File: src/design/uhie_cfg.svh
// Purpose: Offsets, field positions, reset values and timing counts
// Assumes: 32-bit register port, word addressed by byte offset
// Notes: Definitions only
`ifndef UHIE_CFG_SVH
`define UHIE_CFG_SVH
`define UHIE_OFS_IRQ_ENABLE 8'h28
`define UHIE_OFS_FRAME_INDEX 8'h2c
`define UHIE_RST_IRQ_ENABLE 32'h0000_0000
`define UHIE_RST_FRAME_INDEX 32'h0000_0000
`define UHIE_EN_WIDTH 6
`define UHIE_FI_WIDTH 14
`define UHIE_BIT_DONE 0
`define UHIE_BIT_XERR 1
`define UHIE_BIT_PORT 2
`define UHIE_BIT_ROLL 3
`define UHIE_BIT_SERR 4
`define UHIE_BIT_ASYNC 5
`define UHIE_DEFER_MASK 6'h23
`define UHIE_MICROFRAME_NS 125000
`define UHIE_CLK_PERIOD_NS 40
`define UHIE_MICROFRAME_CYC (`UHIE_MICROFRAME_NS / `UHIE_CLK_PERIOD_NS)
`define UHIE_THRESH_DEF 8'h08
`endif

File: src/design/uhie_pkg.sv
// Purpose: Types shared by the interrupt-enable and frame-index block
// Assumes: Nothing beyond the cfg header
// Notes: Types only
package uhie_pkg;
    typedef enum logic [1:0] {
        UHIE_RUN = 2'b01,
        UHIE_HALT = 2'b10
    } uhie_state_type;
    typedef logic [13:0] uhie_index_type;
endpackage

File: src/design/uhie_tick.sv
// Purpose: Microframe timebase, one pulse per 125 us
// Assumes: Free-running reference clock
// Notes: Counter is held at zero while halted so a restart begins a whole microframe
`timescale 1ns/100ps
module uhie_tick #(
    parameter int CYCLES = 3125
) (
    input wire logic ref_clk,
    input wire logic rst_b,
    input wire logic run,
    output logic tick_q
);
    logic [15:0] cnt_q;
    wire logic last = (cnt_q == 16'(CYCLES - 1));
    always_ff @(posedge ref_clk) begin
        if (!rst_b || !run) begin
            cnt_q <= 16'h0000;
            tick_q <= 1'b0;
        end else begin
            cnt_q <= last ? 16'h0000 : cnt_q + 16'h0001;
            tick_q <= last;
        end
    end
endmodule // uhie_tick

File: src/design/uhie_regs.sv
// Purpose: Interrupt-enable gating and frame-index counter of a USB host
// Assumes: Single-cycle register port; status events arrive as one-cycle pulses
// Notes: Deferred sources wait for the threshold count of microframes
`timescale 1ns/100ps
`include "uhie_cfg.svh"
module uhie_regs
    import uhie_pkg::*;
#(
    parameter int MICROFRAME_CYC = `UHIE_MICROFRAME_CYC
) (
    input wire logic ref_clk,
    input wire logic rst_b,
    input wire logic reg_wr,
    input wire logic reg_rd,
    input wire logic [7:0] reg_addr,
    input wire logic [3:0] reg_be,
    input wire logic [31:0] reg_wdata,
    output logic [31:0] reg_rdata_q,
    input wire logic run_stop,
    input wire logic [1:0] list_size_sel,
    input wire logic [7:0] irq_threshold,
    input wire logic [`UHIE_EN_WIDTH-1:0] status_set,
    input wire logic [`UHIE_EN_WIDTH-1:0] status_clr,
    output logic [`UHIE_EN_WIDTH-1:0] status_flags_q,
    output logic halted_flag_q,
    output logic host_irq_q,
    output logic [10:0] sof_frame_q,
    output logic [9:0] list_entry_q,
    output logic microframe_tick_q
);
    logic [`UHIE_EN_WIDTH-1:0] irq_enable_reg_q;
    logic [`UHIE_EN_WIDTH-1:0] irq_enable_reg_d;
    uhie_index_type microframe_counter_q;
    uhie_index_type microframe_counter_d;
    logic [`UHIE_EN_WIDTH-1:0] status_flags_d;
    logic [`UHIE_EN_WIDTH-1:0] pend_q;
    logic [`UHIE_EN_WIDTH-1:0] pend_d;
    logic [7:0] thr_cnt_q;
    logic [7:0] thr_cnt_d;
    uhie_state_type state_q;
    uhie_state_type state_d;
    logic host_irq_d;
    logic [31:0] reg_rdata_d;
    logic halted_flag_d;
    logic [10:0] sof_frame_d;
    logic [9:0] list_entry_d;
    logic tick;
    logic running;

    function automatic logic [9:0] entry_of(input uhie_index_type fi, input logic [1:0] sz);
        case (sz)
            2'b00: entry_of = fi[12:3];
            2'b01: entry_of = {1'b0, fi[11:3]};
            2'b10: entry_of = {2'b00, fi[10:3]};
            default: entry_of = fi[12:3];
        endcase
    endfunction

    assign running = (state_q == UHIE_RUN);

    // Timebase held clear while halted so a restart begins a whole microframe
    uhie_tick #(.CYCLES(MICROFRAME_CYC)) i_uhie_tick (
        .ref_clk(ref_clk),
        .rst_b(rst_b),
        .run(running),
        .tick_q(tick)
    );

    // Register decode
    wire logic sel_en = (reg_addr == `UHIE_OFS_IRQ_ENABLE);
    wire logic sel_fi = (reg_addr == `UHIE_OFS_FRAME_INDEX);
    wire logic be_full = (reg_be == 4'hf);
    // Byte writes to the index are dropped; only a full word written while halted lands
    wire logic fi_wr = reg_wr && sel_fi && be_full && !running;
    wire logic en_wr = reg_wr && sel_en && reg_be[0];

    // Frame index
    uhie_index_type fi_next;
    assign fi_next = microframe_counter_q + 14'h0001;
    wire logic flip12 = (fi_next[12] != microframe_counter_q[12]);
    wire logic flip13 = (fi_next[13] != microframe_counter_q[13]);
    // Wrap point follows list size for 1024 and 512; size 256 and reserved size wrap as 1024
    wire logic wrap = tick && ((list_size_sel == 2'b01) ? flip12 : flip13);
    assign microframe_counter_d = fi_wr ? reg_wdata[13:0]
        : tick ? fi_next : microframe_counter_q;

    // Status flags
    wire logic [`UHIE_EN_WIDTH-1:0] wrap_bit = wrap ? 6'h08 : 6'h00;
    wire logic [`UHIE_EN_WIDTH-1:0] ev_set = status_set | wrap_bit;
    // Set beats clear so a same-cycle event is kept
    assign status_flags_d = ev_set | (status_flags_q & ~status_clr);

    // Interrupt gating
    wire logic [`UHIE_EN_WIDTH-1:0] gated = status_flags_q & irq_enable_reg_q;
    wire logic thr_zero = (thr_cnt_q == 8'h00);
    wire logic thr_hit = tick && thr_zero;
    // A threshold of zero reloads 255, giving a span of 256 microframes
    assign thr_cnt_d = !tick ? thr_cnt_q : thr_zero ? irq_threshold - 8'h01 : thr_cnt_q - 8'h01;
    wire logic [`UHIE_EN_WIDTH-1:0] thr_take = thr_hit ? gated : 6'h00;
    // Deferred sources latch at threshold and drop once the flag clears
    assign pend_d = (pend_q | thr_take) & gated;
    wire logic [`UHIE_EN_WIDTH-1:0] now_src = gated & ~`UHIE_DEFER_MASK;
    wire logic [`UHIE_EN_WIDTH-1:0] late_src = pend_q & `UHIE_DEFER_MASK;
    assign host_irq_d = |(now_src | late_src);

    // Control
    assign state_d = run_stop ? UHIE_RUN : UHIE_HALT;
    assign irq_enable_reg_d = en_wr ? reg_wdata[`UHIE_EN_WIDTH-1:0] : irq_enable_reg_q;

    // Read path and derived outputs
    wire logic [31:0] en_word = {26'h0, irq_enable_reg_q};
    wire logic [31:0] fi_word = {18'h0, microframe_counter_q};
    wire logic [31:0] rd_mux = sel_en ? en_word : sel_fi ? fi_word : 32'h0000_0000;
    // Idle read data is zero so a stale word never lingers on the bus
    assign reg_rdata_d = reg_rd ? rd_mux : 32'h0000_0000;
    assign halted_flag_d = !running;
    assign sof_frame_d = microframe_counter_q[13:3];
    assign list_entry_d = entry_of(microframe_counter_q, list_size_sel);

    always_ff @(posedge ref_clk) begin
        if (!rst_b) begin
            state_q <= UHIE_HALT;
        end else begin
            state_q <= state_d;
        end
    end

    always_ff @(posedge ref_clk) begin
        if (!rst_b) begin
            irq_enable_reg_q <= `UHIE_EN_WIDTH'(`UHIE_RST_IRQ_ENABLE);
        end else begin
            irq_enable_reg_q <= irq_enable_reg_d;
        end
    end

    always_ff @(posedge ref_clk) begin
        if (!rst_b) begin
            microframe_counter_q <= 14'(`UHIE_RST_FRAME_INDEX);
        end else begin
            microframe_counter_q <= microframe_counter_d;
        end
    end

    always_ff @(posedge ref_clk) begin
        if (!rst_b) begin
            status_flags_q <= 6'h00;
        end else begin
            status_flags_q <= status_flags_d;
        end
    end

    always_ff @(posedge ref_clk) begin
        if (!rst_b) begin
            pend_q <= 6'h00;
        end else begin
            pend_q <= pend_d;
        end
    end

    always_ff @(posedge ref_clk) begin
        if (!rst_b) begin
            thr_cnt_q <= 8'h00;
        end else begin
            thr_cnt_q <= thr_cnt_d;
        end
    end

    always_ff @(posedge ref_clk) begin
        if (!rst_b) begin
            host_irq_q <= 1'b0;
        end else begin
            host_irq_q <= host_irq_d;
        end
    end

    always_ff @(posedge ref_clk) begin
        if (!rst_b) begin
            reg_rdata_q <= 32'h0000_0000;
        end else begin
            reg_rdata_q <= reg_rdata_d;
        end
    end

    always_ff @(posedge ref_clk) begin
        if (!rst_b) begin
            halted_flag_q <= 1'b0;
        end else begin
            halted_flag_q <= halted_flag_d;
        end
    end

    always_ff @(posedge ref_clk) begin
        if (!rst_b) begin
            sof_frame_q <= 11'h000;
        end else begin
            sof_frame_q <= sof_frame_d;
        end
    end

    always_ff @(posedge ref_clk) begin
        if (!rst_b) begin
            list_entry_q <= 10'h000;
        end else begin
            list_entry_q <= list_entry_d;
        end
    end

    always_ff @(posedge ref_clk) begin
        if (!rst_b) begin
            microframe_tick_q <= 1'b0;
        end else begin
            microframe_tick_q <= tick;
        end
    end
endmodule // uhie_regs

File: config.mk
export PLATFORM = sky130hd
export DESIGN_NAME = uhie_regs
export DESIGN_NICKNAME = d
export VERILOG_FILES = /design/src/design/uhie_pkg.sv /design/src/design/uhie_tick.sv /design/src/design/uhie_regs.sv
export VERILOG_INCLUDE_DIRS = /design/src /design/src/design
export SDC_FILE = /design/constraint.sdc
export NUM_CORES = 1
export LEC_CHECK = 0
export ABC_CLOCK_PERIOD_IN_PS = 1800
export BUFFER_PORTS_ARGS = -buffer_cell sky130_fd_sc_hd__buf_2
export CAP_MARGIN = 20
export CORE_MARGIN = 4
export CORE_UTILIZATION = 45
export DETAILED_ROUTE_END_ITERATION = 10
export PLACE_DENSITY = 0.8
export SLEW_MARGIN = 30
export SYNTH_ARGS = -nofsm -noshare
export SYNTH_HDL_FRONTEND = slang
export SYNTH_SLANG_ARGS = --single-unit
File: constraint.sdc
create_clock -name ref_clk -period 1.8 [get_ports ref_clk]
set_input_delay 0.54 -clock ref_clk [delete_from_list [all_inputs] [get_ports ref_clk]]
set_output_delay 0.54 -clock ref_clk [all_outputs]
set_load 0.03 [all_outputs]
# Yosys cells after proc, flatten, opt, wreduce, memory -nomap -nowiden
# Cells that the tools add are included.
# word_totals
register_bits	115
inputBits	71
output_inout_bits	62
word_cells	67
# classes
add_sub_neg	4
eq_ne	9
n_mux	10
n_bitwise	11
reduce_logical	17
# ops
cell	n
$mux 14	2
$pmux 10 s2	1
$and 6x6->6	3
$mux 6	3
$add 16x1->16 const B	1
$eq 16x12->1 const B	1
$eq 8x6->1 const B	2
$sub 8x1->8 const B	2
$add 14x1->14 const B	1
$or 6x6->6	2
$logic_not 8->1	1
$mux 8	1
$logic_and 1x1->1	7
$not 6->6	1
$or 5x6->6	1
$or 6x4->6	1
$reduce_or 6->1	1
$eq 2x1->1 const B	2
$eq 4x4->1 const B	1
$mux 4	1
$reduce_or 4->1	1
$not 1->1	3
$reduce_or 3->1	1
$eq 2x2->1 const B	1
other kinds (8)	10

# Longest topological paths before layout
# depth
word_depth	7
depth_mapped	8
mapped_depth_nobuf	8

# Hierarchy
# From an unflattened synthesis, not the netlist that was laid out.
# hier_totals
hier_cells	414
area_unflattened_um2	3831.2
# by_module_without_submodules
mod	instances	cells_per_inst	area_each_um2	seq_area_each_um2
uhie_regs	1	327	3024.2	1381.3
uhie_tick	1	87	807.0	340.3

# Least setup slack after synthesis
# OpenSTA, ideal clock, no wires.
# synth_timing
path_type	register to register
from	reg thr_cnt_q[3]
to	reg thr_cnt_q[6]
setup_time_ns	0.128
arrival_ns	1.773
required_time_ns	1.672
slack_ns	-0.101
path_stages_with_launch	9
n_path_buf	0
synth_period_minus_slack_ns	1.901
cell_sequence	dfxtp_1 or3_4 nor3_1 a31oi_1 ha_1 nand2_1 a2111oi_0 xor2_1 nor2_1
# synth_via
elab_chain_cells	2
elab_cells_between_ends	3
cone_classes	add/sub: 1; mux: 1; reduce/logical: 1
# synth_lines
element	line	rtl
start: declaration	uhie_regs.sv:38	logic [7:0] thr_cnt_q;
start signal: assignment	uhie_regs.sv:164	thr_cnt_q <= thr_cnt_d;
$sub 8x1->8 / $logic_not 8->1 (equally long branches)	uhie_regs.sv:98, uhie_regs.sv:95	
$mux 8 *	uhie_regs.sv:98	assign thr_cnt_d = !tick ? thr_cnt_q : thr_zero ? irq_threshold - 8'h01 : thr_cnt_q - 8'h01;
# Every way passes the cells marked *; elsewhere a longest branch is shown, timed or not.
# A chain may end at the register's enable or synchronous reset.

# Worst setup path in the final report
# layout_timing
from	reg thr_cnt_q[7]
to	reg thr_cnt_q[4]
# layout_via
elab_chain_cells	2
# layout_lines
element	line	rtl
$logic_not 8->1	uhie_regs.sv:95	wire logic thr_zero = (thr_cnt_q == 8'h00);
$mux 8	uhie_regs.sv:98	
# Every way passes these cells.

==> flow_metrics.py <==
metrics = {
    "synthesis": {
        "yosysSeqAreaShare": 0.464,
        "avgSynthCellArea_um2": 9.33,
        "synth_edf_count": 0,
        "synthArstFlopShare": 0,
        "synth_cell_types": 50,
        "synth_area_leaders": "dfxtp_1 46%, buf_4 5.3%, nor2_1 5.2%",
        "yosys_warnings": 0,
        "ys.flop_type": "dfxtp_1",
        "ys_ff_latch": 86,
        "syn_area_um2": 3710,
        "synthCells": 398,
        "netlist.area_leader.share": 0.464,
        "synth_top_cell_by_area": "dfxtp_1",
    },
    "min_path": {
        "min_from": "run_stop",
        "hp-class": "input pin to flip-flop",
    },
    "cts": {
        "cts_root_buf": "clkbuf_8",
        "cts_tree": "yes",
        "cts.sinks": 86,
        "clk_pin_slew_ns": 0.08,
        "cts_max_level": 3,
        "clock_path_buffers": 2,
        "holdBufCountCts": 0,
        "clock_latency_ns": 0.35,
        "cts_buffers": 9,
    },
    "timing": {
        "period_share": 1.02,
        "holdWs_ns": 0.367,
        "layout_min_cycle_time_ns": 1.84,
        "setup_viol": 2,
        "layout_setup_ws_ns": -0.0425,
        "slew_viol_final": 0,
        "max_freq_mhz": 543,
        "rsz0062_at_grt": "true",
        "fin_skew_ns": 0.00597,
        "final_hold_viol_count": 0,
        "setup-tns-final_ns": -0.0558,
    },
    "finish": {
        "multiInputGateArea_um2": 1780,
        "design_area_um2": 4640,
        "seqCellArea_um2": 1730,
        "layout.nets": 587,
        "drive_gt1_frac": 0.326,
        "area_growth_pct": 25.1,
        "diodes": 0,
        "fillerInstances": 720,
    },
    "pwr": {
        "p_leak_nw": 2.03,
        "powerDensity_nw_per_um2": 774,
        "power.total_mw": 3.60,
        "ir_worst_vdd_uv": 421,
    },
    "worst_setup_path": {
        "cp_max_fo": 4,
        "worst-endpoint-required_ns": 2.06,
        "worstSetupEndpointType": "flip-flop",
        "crit_type": "flip-flop to flip-flop",
        "crit_path_start": "thr_cnt_q[7]",
        "slowest_stage": "or3_4",
        "cp-start-kind": "flip-flop",
        "cp_cell_sequence": "or3_4 > nor3_4 > a31oi_2 > ha_2 > nand2_4 > a21oi_1 > o311ai_1",
        "worstReg2RegStart": "thr_cnt_q[7]",
        "cpPeakStageDelay_ns": 0.40,
        "cp_data_arrival_time_ns": 2.10,
    },
    "place": {
        "placed_cell_area_um2": 4350,
        "portBuffers": 96,
        "post-dp-hpwl_um": 6360,
        "routabilityCongestion": 0.843,
        "pre_cts_slack_ns": -0.356,
    },
    "detailed_routing": {
        "wl_um": 8300,
        "vias": 3102,
        "firstDrtPassIters": 6,
        "drt-vias-per-instance": 5.02,
        "postRouteAntennaNets": 0,
        "drt_iter0_markers": 114,
        "wl_per_cell_um": 13.4,
        "drc_errors": 0,
    },
    "status": {
        "violations": "negative setup slack",
        "status": "finished, violations left",
    },
    "global_route": {
        "grt_pass1_vias": 3024,
        "antenna_found_initial": 1,
        "grt_pass1_wl_um": 13600,
        "grt_max_degree": 29,
        "track_usage": 0.171,
        "grt.overflow.total": 0,
    },
    "die": {
        "die_h_um": 98.8,
        "std_cell_rows": 32,
        "dieArea_um2": 9770,
        "io_pins": 133,
        "core_area_um2": 7890,
        "die_x_um": 98.8,
        "start_util": 0.471,
    },
    "flow_run": {
        "cap_violations": 0,
    },
}
## state kept, by name (all words and copies together), names as in the netlist
signal and count:
i_uhie_tick.cnt_q 16, microframe_counter_q 14, reg_rdata_q 14, sof_frame_q 11, thr_cnt_q 8, irq_enable_reg_q 6
status_flags_q 6, pend_q 3, list_entry_q 2, state_q 2, halted_flag_q 1, host_irq_q 1
i_uhie_tick.tick_q 1, microframe_tick_q 1
## through the flow
stage                     utilization  instances
final                           0.589        618
after global routing            0.589        618
after CTS                       0.585        617
after detailed placement        0.552        600
after global placement          0.552        600
after floorplan                     -        415
## path summary, 6_finish.rpt
path / end / slack, ns / cells after the start
max: thr_cnt_q[4] / -0.04 / 7
min: state_q[1] / 0.37 / 2
max reg2reg: thr_cnt_q[4] / -0.04 / 7
min reg2reg: pend_q[5] / 0.48 / 1
## placed cells by master, fill, tap and decap left out, drive strengths merged, types with 2 or more instances in the layout
cell type / instances
a211o: 2
nor4b: 2
a31oi: 3
or3: 5
and4: 2
clkbuf: 14
a2111oi: 2
xor2: 17
nand3: 14
nor3: 9
and2: 18
nand2: 17
a22o: 6
o2111a: 3
nand4: 12
a211oi: 8
o21ai: 12
a21oi: 25
nor2: 52
dfxtp: 86
conb: 18
ha: 5
nor2b: 2
mux2i: 8
nor4: 3
buf: 126
xnor2: 10
and3: 5
inv: 16
nor3b: 2
## final cells by class
class / count / share of cell area
Timing Repair Buffer: 126 / 0.157
Tap cell: 102 / 0.0275
Multi-Input combinational cell: 272 / 0.383
Clock inverter: 2 / 0.00808
Sequential cell: 86 / 0.372
Inverter: 16 / 0.0129
Clock buffer: 14 / 0.0393
## worst max-delay path: cells and delay by family, from the launching register on
kind,cells,cell delay (ns)
AOI/OAI and AO/OA,3,0.49
and+or+nand+nor,3,0.69
adders and majority gates,1,0.24
DFF,1,0.32
## power by group
| part | leakage [nW] | internal (mW) | switching [mW] |
|---|---|---|---|
| clock network | 0.109 | 0.794 | 0.646 |
| registers | 0.697 | 1.91 | 0.00812 |
| logic | 1.22 | 0.0836 | 0.151 |
## Yosys cell counts (all sizes together), types with 2 or more instances
cell and instances:
dfxtp 86, nor2 52, buf 32, a21oi 25
and2 18, nand2 17, xor2 17, inv 16
nand3 14, nand4 12, o21ai 12, xnor2 10
clkbuf 9, nor3 9, a211oi 8, mux2i 8
a22o 6, and3 5, ha 5, or3 5
a31oi 3, nor4 3, o2111a 3, a2111oi 2
a211o 2, and4 2, nor2b 2, nor3b 2
nor4b 2
## timing repair
action	4_1_cts	5_1_grt
buffers inserted	1	1
setup endpoints to repair	3	4
gates resized for setup	8	6
pin swaps	1	1
## per-layer routing
metal,track usage,vias to the layer above,share of wire,routed length (µm)
met5,0,-,0.0016,13
met4,0.0693,2,0.019,158
met3,0.0432,15,0.072,600
met2,0.290,110,0.49,4070
met1,0.206,1426,0.42,3460
li1,-,1549,-,-
## kinds of logic after synthesis
kind of cell	count (synthesis)	synth area share
other	1	0.00101
adder cells (fa/ha/maj)	5	0.0169
AND/OR/NAND/NOR	149	0.220
multiplexers	8	0.0216
XOR/XNOR	27	0.0637
buffers and inverters	57	0.0907
AO/OA/AOI/OAI	65	0.123
flip-flops	86	0.464
(Power assumes the default switching activity.)
